**src/pkg/frame_decode_regs.svh**
```systemverilog
`ifndef FRAME_DECODE_REGS_SVH
`define FRAME_DECODE_REGS_SVH

// ----------------------------------------------------------------------------
// Widths
// ----------------------------------------------------------------------------
`define ADDR_BITS 32
`define DATA_BITS 32
`define OFFSET_BITS 17
`define FRAME_ID_BITS 5
`define FRAME_COUNT 18

// ----------------------------------------------------------------------------
// Frame spans (log2 of frame size) and implemented sizes
// ----------------------------------------------------------------------------
`define SPAN_128K 5'h11
`define SPAN_4K 5'h0c
`define SPAN_512 5'h09
`define SPAN_256 5'h08
`define SIZE_CAN_RAM 17'h00800
`define SIZE_CONV_RAM 17'h02000
`define SIZE_TIMER_RAM 17'h04000
`define SIZE_TU_RAM 17'h00400
`define SIZE_4K 17'h01000
`define SIZE_512 17'h00200
`define SIZE_256 17'h00100

// ----------------------------------------------------------------------------
// Converter frame layout
// ----------------------------------------------------------------------------
`define CONV_LUT_START 17'h02000
`define CONV_LUT_SIZE 17'h00180
`define CONV_ABORT_START 17'h04000

// ----------------------------------------------------------------------------
// Frame base addresses
// ----------------------------------------------------------------------------
`define BASE_CAN3_RAM 32'hff1a_0000
`define BASE_CAN2_RAM 32'hff1c_0000
`define BASE_CAN1_RAM 32'hff1e_0000
`define BASE_CONV2 32'hff3a_0000
`define BASE_CONV1 32'hff3e_0000
`define BASE_TIMER2_RAM 32'hff44_0000
`define BASE_TIMER1_RAM 32'hff46_0000
`define BASE_TU2_RAM 32'hff4c_0000
`define BASE_TU1_RAM 32'hff4e_0000
`define BASE_DEBUG0 32'hffa0_0000
`define BASE_DEBUG1 32'hffa0_1000
`define BASE_TTU1_REGS 32'hfff7_a400
`define BASE_TTU2_REGS 32'hfff7_a500
`define BASE_TIMER1_REGS 32'hfff7_b800
`define BASE_TIMER2_REGS 32'hfff7_b900
`define BASE_GIO_REGS 32'hfff7_bc00
`define BASE_CONV1_REGS 32'hfff7_c000
`define BASE_CONV2_REGS 32'hfff7_c200

`endif

```
**src/pkg/frame_decode_pkg.sv**
```systemverilog
package frame_decode_pkg;

    // Answer for locations past the implemented size
    typedef enum logic [1:0] {
        policy_wrap_abort,
        policy_converter,
        policy_zero
    } policy_type;

    typedef struct packed {
        logic [31:0] base;
        logic [4:0] span;
        logic [16:0] actual;
        policy_type policy;
    } frame_type;

    typedef struct packed {
        logic valid;
        logic write;
        logic [31:0] addr;
        logic [31:0] wdata;
    } bus_req_type;

    typedef struct packed {
        logic valid;
        logic error;
        logic [31:0] rdata;
    } bus_rsp_type;

    typedef struct packed {
        logic valid;
        logic write;
        logic [4:0] frame;
        logic lut;
        logic [16:0] offset;
        logic [31:0] wdata;
    } tgt_req_type;

    typedef struct packed {
        logic valid;
        logic [31:0] rdata;
    } tgt_rsp_type;

    typedef enum logic [1:0] {
        kind_forward,
        kind_abort,
        kind_zero
    } kind_type;

    typedef struct packed {
        kind_type kind;
        logic [4:0] frame;
        logic lut;
        logic [16:0] offset;
    } decode_type;

    typedef enum {
        st_idle,
        st_wait
    } state_type;

endpackage

```
**src/verilog/frame_decode_unimpl_response.sv**
```systemverilog
`include "frame_decode_regs.svh"

module frame_decode_unimpl_response #(
    parameter int DATA_W = `DATA_BITS
) (
    // Clock and reset
    input wire logic core_clk,
    input wire logic arst_n,
    // Master side
    input frame_decode_pkg::bus_req_type bus_req,
    output logic bus_ready,
    output frame_decode_pkg::bus_rsp_type bus_rsp,
    // Frame side
    output frame_decode_pkg::tgt_req_type tgt_req,
    input frame_decode_pkg::tgt_rsp_type tgt_rsp
);

    if (DATA_W != `DATA_BITS) begin : g_width_check
        $error("DATA_W must match the bus data width");
    end

    // ------------------------------------------------------------------------
    // Frame table
    // ------------------------------------------------------------------------
    localparam frame_decode_pkg::frame_type FRAMES [`FRAME_COUNT] = '{
        '{`BASE_CAN3_RAM, `SPAN_128K, `SIZE_CAN_RAM, frame_decode_pkg::policy_wrap_abort},
        '{`BASE_CAN2_RAM, `SPAN_128K, `SIZE_CAN_RAM, frame_decode_pkg::policy_wrap_abort},
        '{`BASE_CAN1_RAM, `SPAN_128K, `SIZE_CAN_RAM, frame_decode_pkg::policy_wrap_abort},
        '{`BASE_CONV2, `SPAN_128K, `SIZE_CONV_RAM, frame_decode_pkg::policy_converter},
        '{`BASE_CONV1, `SPAN_128K, `SIZE_CONV_RAM, frame_decode_pkg::policy_converter},
        '{`BASE_TIMER2_RAM, `SPAN_128K, `SIZE_TIMER_RAM, frame_decode_pkg::policy_wrap_abort},
        '{`BASE_TIMER1_RAM, `SPAN_128K, `SIZE_TIMER_RAM, frame_decode_pkg::policy_wrap_abort},
        '{`BASE_TU2_RAM, `SPAN_128K, `SIZE_TU_RAM, frame_decode_pkg::policy_wrap_abort},
        '{`BASE_TU1_RAM, `SPAN_128K, `SIZE_TU_RAM, frame_decode_pkg::policy_wrap_abort},
        '{`BASE_DEBUG0, `SPAN_4K, `SIZE_4K, frame_decode_pkg::policy_zero},
        '{`BASE_DEBUG1, `SPAN_4K, `SIZE_4K, frame_decode_pkg::policy_zero},
        '{`BASE_TTU1_REGS, `SPAN_256, `SIZE_256, frame_decode_pkg::policy_zero},
        '{`BASE_TTU2_REGS, `SPAN_256, `SIZE_256, frame_decode_pkg::policy_zero},
        '{`BASE_TIMER1_REGS, `SPAN_256, `SIZE_256, frame_decode_pkg::policy_zero},
        '{`BASE_TIMER2_REGS, `SPAN_256, `SIZE_256, frame_decode_pkg::policy_zero},
        '{`BASE_GIO_REGS, `SPAN_512, `SIZE_256, frame_decode_pkg::policy_zero},
        '{`BASE_CONV1_REGS, `SPAN_512, `SIZE_512, frame_decode_pkg::policy_zero},
        '{`BASE_CONV2_REGS, `SPAN_512, `SIZE_512, frame_decode_pkg::policy_zero}
    };

    // ------------------------------------------------------------------------
    // Decode helpers
    // ------------------------------------------------------------------------
    function automatic logic [31:0] span_mask(input logic [4:0] span);
        span_mask = ~((32'h0000_0001 << span) - 32'h0000_0001);
    endfunction

    // Byte offset of an address inside a frame of the given span
    function automatic logic [16:0] frame_offset(
        input logic [31:0] addr,
        input logic [4:0] span
    );
        logic [31:0] kept;
        kept = addr & ~span_mask(span);
        frame_offset = kept[16:0];
    endfunction

    // Fold an offset onto a power-of-two implemented size
    function automatic logic [16:0] fold(input logic [16:0] off, input logic [16:0] size);
        fold = off & (size - 17'h00001);
    endfunction

    function automatic frame_decode_pkg::decode_type decode(input logic [31:0] addr);
        frame_decode_pkg::decode_type d;
        logic [16:0] off;
        d.kind = frame_decode_pkg::kind_abort;
        d.frame = '0;
        d.lut = 1'b0;
        d.offset = '0;
        off = '0;
        for (int i = 0; i < `FRAME_COUNT; i++) begin
            if ((addr & span_mask(FRAMES[i].span)) == FRAMES[i].base) begin
                off = frame_offset(addr, FRAMES[i].span);
                d.frame = 5'(i);
                case (FRAMES[i].policy)
                    frame_decode_pkg::policy_wrap_abort: begin
                        if (off < FRAMES[i].actual) begin
                            d.kind = frame_decode_pkg::kind_forward;
                            d.offset = fold(off, FRAMES[i].actual);
                        end else begin
                            d.kind = frame_decode_pkg::kind_abort;
                        end
                    end
                    frame_decode_pkg::policy_converter: begin
                        if (off < `CONV_LUT_START) begin
                            d.kind = frame_decode_pkg::kind_forward;
                            d.offset = fold(off, FRAMES[i].actual);
                        end else if (off < `CONV_ABORT_START) begin
                            d.kind = frame_decode_pkg::kind_forward;
                            d.lut = 1'b1;
                            d.offset = (off - `CONV_LUT_START) % `CONV_LUT_SIZE;
                        end else begin
                            d.kind = frame_decode_pkg::kind_abort;
                        end
                    end
                    frame_decode_pkg::policy_zero: begin
                        d.offset = off;
                        if (off < FRAMES[i].actual) begin
                            d.kind = frame_decode_pkg::kind_forward;
                        end else begin
                            d.kind = frame_decode_pkg::kind_zero;
                        end
                    end
                    default: begin
                        d.kind = frame_decode_pkg::kind_abort;
                    end
                endcase
            end
        end
        decode = d;
    endfunction

    // ------------------------------------------------------------------------
    // Frame table checks
    // ------------------------------------------------------------------------
    if (`FRAME_COUNT > (1 << `FRAME_ID_BITS)) begin : g_count_check
        $error("frame index does not fit the frame field");
    end
    for (genvar g = 0; g < `FRAME_COUNT; g++) begin : g_frame_check
        // Folding by masking needs a power-of-two size within the frame
        if ((FRAMES[g].actual & (FRAMES[g].actual - 17'h00001)) != 17'h00000) begin : g_pow2
            $error("implemented size must be a power of two");
        end
        if ({15'h0000, FRAMES[g].actual} > (32'h0000_0001 << FRAMES[g].span)) begin : g_fits
            $error("implemented size exceeds its frame");
        end
        if ((FRAMES[g].base & ~span_mask(FRAMES[g].span)) != 32'h0000_0000) begin : g_align
            $error("frame base must sit on a frame boundary");
        end
    end

    // ------------------------------------------------------------------------
    // State
    // ------------------------------------------------------------------------
    typedef struct packed {
        frame_decode_pkg::state_type state;
        logic ready;
        frame_decode_pkg::bus_rsp_type rsp;
        frame_decode_pkg::tgt_req_type req;
    } regs_type;

    regs_type cur;
    regs_type next_cur;
    frame_decode_pkg::decode_type dec;

    always_comb begin
        next_cur = cur;
        dec = decode(bus_req.addr);
        next_cur.rsp = '0;
        next_cur.req.valid = 1'b0;
        case (cur.state)
            frame_decode_pkg::st_idle: begin
                next_cur.ready = 1'b1;
                if (bus_req.valid && cur.ready) begin
                    next_cur.ready = 1'b0;
                    case (dec.kind)
                        frame_decode_pkg::kind_forward: begin
                            next_cur.state = frame_decode_pkg::st_wait;
                            next_cur.req.valid = 1'b1;
                            next_cur.req.write = bus_req.write;
                            next_cur.req.frame = dec.frame;
                            next_cur.req.lut = dec.lut;
                            next_cur.req.offset = dec.offset;
                            next_cur.req.wdata = bus_req.wdata;
                        end
                        frame_decode_pkg::kind_zero: begin
                            next_cur.rsp.valid = 1'b1;
                        end
                        default: begin
                            next_cur.rsp.valid = 1'b1;
                            next_cur.rsp.error = 1'b1;
                        end
                    endcase
                end
            end
            frame_decode_pkg::st_wait: begin
                next_cur.ready = 1'b0;
                if (tgt_rsp.valid) begin
                    next_cur.state = frame_decode_pkg::st_idle;
                    next_cur.rsp.valid = 1'b1;
                    next_cur.rsp.rdata = tgt_rsp.rdata;
                end
            end
            default: begin
                next_cur.state = frame_decode_pkg::st_idle;
                next_cur.ready = 1'b0;
            end
        endcase
    end

    always_ff @(posedge core_clk or negedge arst_n) begin
        if (!arst_n) begin
            cur <= '0;
        end else begin
            cur <= next_cur;
        end
    end

    // ------------------------------------------------------------------------
    // Outputs
    // ------------------------------------------------------------------------
    assign bus_ready = cur.ready;
    assign bus_rsp = cur.rsp;
    assign tgt_req = cur.req;

endmodule // frame_decode_unimpl_response

```
**config.mk**
```make
export PLATFORM = sky130hd
export DESIGN_NAME = frame_decode_unimpl_response
export DESIGN_NICKNAME = d
export VERILOG_FILES = /design/src/pkg/frame_decode_pkg.sv /design/src/verilog/frame_decode_unimpl_response.sv
export VERILOG_INCLUDE_DIRS = /design/src /design/src/pkg
export SDC_FILE = /design/constraint.sdc
export NUM_CORES = 1
export LEC_CHECK = 0
export ABC_AREA = 1
export BUFFER_PORTS_ARGS = -buffer_cell sky130_fd_sc_hd__buf_2
export CORE_MARGIN = 2
export CORE_UTILIZATION = 57
export CTS_BUF_LIST = sky130_fd_sc_hd__clkbuf_16
export CTS_CLUSTER_DIAMETER = 30
export DETAILED_ROUTE_END_ITERATION = 10
export PLACE_DENSITY = 0.87
export SLEW_MARGIN = 30
export SYNTH_ARGS = -nofsm -noshare
export SYNTH_HDL_FRONTEND = slang
export SYNTH_SLANG_ARGS = --single-unit
```
**constraint.sdc**
```tcl
create_clock -name core_clk -period 2.44 [get_ports core_clk]
set_input_delay 0 -clock core_clk [delete_from_list [all_inputs] [get_ports core_clk]]
set_output_delay 0 -clock core_clk [all_outputs]
set_load 0.01 [all_outputs]
```
=== Yosys cells after proc, flatten, opt, wreduce, memory -nomap -nowiden ===
Cells that the tools add are included.

* Register bits after elaboration: 124

* $add $sub $neg: 1
* Div/mod/pow operators: 1
* Magnitude comparators: 8
* Eq/ne operators: 23
* Mux-type cells: 69
* Reductions and logical operators: 6

{| class="wikitable"
|+ Operators with widths
! cell !! number
|-
| two-way mux 17 bit || 24
|-
| two-way mux 57 bit || 3
|-
| equality test 15 bit (second input constant) || 9
|-
| two-way mux 32 bit || 4
|-
| two-way mux 7 bit || 16
|-
| equality test 24 bit (second input constant) || 4
|-
| equality test 23 bit (second input constant) || 3
|-
| one-hot mux 33 bit (2 select lines) || 1
|-
| two-way mux 25 bit || 2
|-
| equality test 20 bit (second input constant) || 2
|-
| two-way mux 18 bit || 2
|-
| two-way mux 35 bit || 1
|-
| equality test 32 x 1 -> 1 bit (second input constant) || 1
|-
| logical NOT 32 bit || 1
|-
| less-than comparator 17 x 11 -> 1 bit (second input constant) || 1
|-
| less-than comparator 17 x 12 -> 1 bit (second input constant) || 1
|-
| less-than comparator 17 x 14 -> 1 bit (second input constant) || 1
|-
| less-than comparator 17 x 15 -> 1 bit (second input constant) || 1
|-
| remainder unit 17 x 9 -> 17 bit (second input constant) || 1
|-
| subtractor 17 x 14 -> 17 bit (second input constant) || 1
|-
| less-than comparator 12 x 13 -> 1 bit (second input constant) || 1
|-
| two-way mux 11 bit || 1
|-
| less-than comparator 9 x 10 -> 1 bit (second input constant) || 1
|-
| two-way mux 2 bit || 5
|-
| other kinds (11) || 21
|}

=== Longest topological paths before layout ===
* Depth after elaboration: 33
* Gate-level depth with buffers: 45
* Depth with buffers taken out: 45

=== Worst setup path before layout ===
Ideal clock, no wire load.

* Path kind: input port to flip-flop
* Start point: input port bus_req[45] (netlist name)
* End point: register cur, in the netlist tgt_req[39]
* Setup time: 73 ps
* Arrival: 3512 ps
* Data required time: 2367 ps
* Path slack: -1145 ps
* Stages: 39
* Cells stage by stage: inv_2 -> ha_1 -> inv_1 -> nor2_1 -> nand3_1 -> nand2_1 -> nand2_1 -> nand3_1 -> nand2_1 -> nand2_1 -> nand3_2 -> nand2_1 -> nand2_1 -> inv_2 -> o21ai_2 -> nand3_4 -> nand2_1 -> nand2_4 -> [... 3 more ...] -> nand3_1 -> nand2_2 -> nand2_2 -> nor2_4 -> nand2_4 -> nand2_4 -> nand3_2 -> nor2_1 -> nand3_1 -> nand3_2 -> nand2_2 -> nor2_2 -> nand3_2 -> nand2_1 -> nand2_1 -> nand2_1 -> nand2_1 -> a21oi_2

* Word-level cells in the longest chain between the ends: 30

{| class="wikitable"
|+ Ends and longest elaborated chain
! element !! line !! source
|-
| start, declared || frame_decode_unimpl_response.sv:10 || <nowiki>input frame_decode_pkg::bus_req_type bus_req,</nowiki>
|-
| branches (longest 30 deep; another with subtractor 17 x 14 -> 17 bit) || - ||
|-
| end signal, assigned || frame_decode_unimpl_response.sv:200 || <nowiki>cur <= next_cur;</nowiki>
|-
| end, declared || frame_decode_unimpl_response.sv:147 || <nowiki>regs_type cur;</nowiki>
|}

Several ways; the timed one is not identified.
A chain may end at the register's enable or synchronous reset.

=== Final worst setup path ===
* Start point: input port bus_req[38] (netlist name)
* End point: register cur, in the netlist tgt_req[39]

Same word-level chain as after synthesis.

==> flow_summary_export.csv <==
group,metric,value,unit
global_route,grt_pass1_wl,36450,µm
drt,first_pass_iters,7,
yosys,synthFlopType,"dfrtp_1",
timing,skew,6.064,ps
worst_hold_path,hold_class,"in -> async",
drt,ant_nets,0,
yosys,async_flop_share,100.0,%
floorplan,io_pins,193,
timing,finalMaxSlewViolations,0,
yosys,syn_nets,1044,
global_route,grt_overflow,0,
yosys,avgSynthCellArea,7.131,µm²
clock_network,h-tree-depth,3,
timing,rsz0062_at_grt,"yes",
setup_path,crit_path_max_incr_delay,320,ps
clock_network,cts_root_buf,"clkbuf_16",
global_route,grt_max_degree,73,
finish,drive_gt1_share,38.81,%
run_status,failed_checks,"setup timing",
timing,fin_crit_sh,161.3,%
clock_network,worstSkewPairLatency,340,ps
global_route,antenna_found_initial,1,
clock_network,numCtsBuffers,9,
yosys,ys_ff_latch,93,
drt,drt-initial-drc-count,738,
pwr,power_density,543.6,nW/µm²
finish,fin_area,9574,µm²
yosys,synthesis.area,6689,µm²
floorplan,initial_core_util,58.58,%
run_status,status,"finished, violations left",
drt,viasPerCell,5.520,
setup_path,cp.required,2710,ps
floorplan,core-area,11420,µm²
drt,finalWirelength,24190,µm
timing,tns,-2956,ps
yosys,synth_edf_count,0,
clock_network,clkTransAtPathRegs,70,ps
yosys,ys_seq_area_share,34.79,%
placed_design,gp_congestion,0.9949,
yosys,synth_cell_types,51,
placed_design,io_buffers,192,
finish,finish.cell_count_without_fillers,1391,
run,drv_cap,0,
yosys,ys_warn_count,0,
timing,worst_pin_slew,533.0,ps
pwr,finalPower,5.204,mW
pwr,p_leak,5.496,nW
placed_design,dp_hpwl,14900,µm
timing,maxSlewHeadroom,64.34,%
placed_design,placed_cell_area,8058,µm²
timing,clock.fmax,254.1,MHz
timing,setup_viol,2,
setup_path,crit_path_start_kind,"primary input",
setup_path,crit_top_cell,"nand2_1",
drt,wl_per_cell,17.39,µm
clock_network,cts_tree,"yes",
global_route,grt_usage,36.07,%
timing,layout_setup_ws,-1496,ps
setup_path,cp_max_fo,5,
floorplan,die_x,112.3,µm
drt,drc,0,
timing,finalHoldViolations,0,
setup_path,cp-end-kind,"flip-flop",
yosys,syn-instance-count,938,
floorplan,rows,39,
global_route,grt_pass1_vias,7538,
clock_network,clockBufferDepth,2,
floorplan,fp.dieH,112.3,µm
finish,fill_cells,621,
placed_design,dp_slack,-1731,ps
setup_path,worst_ep_arrival_time,4210,ps
placed_design,placedCellCount,1287,
drt,routed-via-count,7679,
pwr,irDropWorstVdd,0.4598,mV
finish,nNetsFinal,1348,
finish,area_growth,43.14,%
setup_path,critical_path_class,"in -> reg",
clock_network,cts_sinks,93,
timing,min_period,3936,ps
floorplan,dieArea,12620,µm²
setup_path,critPathSlowestCell,"o21ai_0",
[through the flow]
step / hold slack (ps) / utilization [%]
6_report: 106.0 / 83.85
5_1_grt: 106.8 / 83.85
4_1_cts: 133.3 / 81.97
3_5_place_dp: 168.0 / 70.57
3_3_place_gp: 160.8 / 70.57
2_1_floorplan: -295.6 / -
[path summary, 6_finish.rpt]
path,cells past startpoint,from,endpoint,slack [ps]
max reg2reg,6,cur[92]$_DFFE_PN0P_,tgt_req[1]$_DFFE_PN0P_,510
min,2,arst_n,bus_rsp[5]$_DFF_PN0_,110
max,38,bus_req[38],tgt_req[39]$_DFFE_PN0P_,-1500
min in group core_clk,3,bus_req[41],tgt_req[41]$_DFFE_PN0P_,160
min reg2reg,2,tgt_req[48]$_DFFE_PN0P_,tgt_req[48]$_DFFE_PN0P_,470
max in group asynchronous,4,arst_n,tgt_req[46]$_DFFE_PN0P_,1560
[what timing repair did]
action | CTS | global route
hold endpoints to repair | 144 | 0
hold buffers | 75 | 0
gates resized for setup | 47 | 42
setup endpoints to repair | 5 | 46
pin swaps | 16 | 22
setup buffers | 7 | 4
[synthesized netlist by cell type, drive strengths merged, types with 3 or more instances]
cell / n / area share (%)
a21oi: 17 / 1.5
and3: 3 / 0.28
buf: 98 / 11
clkbuf: 13 / 0.88
dfrtp: 93 / 35
ha: 5 / 0.94
inv: 141 / 7.9
nand2: 247 / 15
nand3: 75 / 7.1
nand3b: 4 / 0.51
nand4: 28 / 3.3
nor2: 116 / 7.3
nor3: 26 / 1.9
nor4: 20 / 1.9
o211ai: 3 / 0.34
o21ai: 21 / 1.6
xor2: 6 / 0.90
[registers in the layout, indices dropped and copies added (netlist names)]
name       flops
bus_ready      1
bus_rsp       34
cur            1
tgt_req       57
[final cells by class]
type	count	area, µm²	area share (%)
clock inverters	7	71.32	0.7449
repair buffers	404	2779	29.03
diodes	1	2.502	0.02614
inverters	142	546.8	5.711
clock buffers	9	225.2	2.352
well taps	143	178.9	1.869
multi-input cells	592	3443	35.96
flip-flops and latches	93	2327	24.31
[placed cells by master (no fill, tap or decap), types with 3 or more instances in the layout]
| cell type | synthesis | routed |
|---|---|---|
| nand3_2 | 13 | 18 |
| buf_4 | 93 | 137 |
| a21oi_2 | 1 | 5 |
| inv_2 | 13 | 16 |
| dlygate4sd3_1 | 0 | 75 |
| inv_4 | 0 | 4 |
| nor2_2 | 8 | 9 |
| nor2_4 | 4 | 15 |
| nand4_4 | 2 | 4 |
| nor2_1 | 104 | 92 |
| nand3_1 | 59 | 47 |
| nor3_1 | 26 | 26 |
| nand2_4 | 6 | 17 |
| nor4_1 | 20 | 19 |
| nand3b_1 | 3 | 3 |
| nand2_1 | 222 | 205 |
| nand3_4 | 3 | 10 |
| clkbuf_16 | 0 | 9 |
| xor2_1 | 5 | 4 |
| buf_2 | 0 | 189 |
| nand4_1 | 24 | 24 |
| clkinv_1 | 1 | 3 |
| ha_1 | 5 | 4 |
| a21oi_1 | 15 | 10 |
| o21ai_0 | 16 | 15 |
| inv_1 | 128 | 120 |
| nand2_2 | 19 | 25 |
| o211ai_1 | 3 | 3 |
| dfrtp_1 | 93 | 93 |
| and3_1 | 3 | 3 |
[critical path, delay by kind of cell]
kind	cells	cell delay (ps)
compound gates	2	440
buf+inv	2	200
simple gates	34	3540
[power by group]
part / switching, mW / internal, mW
Sequential: 0.00178 / 1.54
Combinational: 1.33 / 0.910
Clock: 0.621 / 0.797
[cells by family after synthesis]
logic type / Yosys count / share of synthesized area [%]
and+or+nand+nor: 523 / 37.88
buffers and inverters: 253 / 19.90
DFF: 93 / 34.79
AOI/OAI and AO/OA: 58 / 5.593
xor gates and xnor gates: 6 / 0.8979
adders and majority gates: 5 / 0.9353
[routing by layer]
| metal | wire length, µm | GRT usage [%] | vias up |
|---|---|---|---|
| met4 | 1465 | 21.06 | 0 |
| met1 | 8738 | 40.31 | 3530 |
| li1 | - | - | 3497 |
| met5 | 0 | 0 | - |
| met2 | 12220 | 64.34 | 516 |
| met3 | 1774 | 6.479 | 136 |
Power figures use the tool's default switching activity.
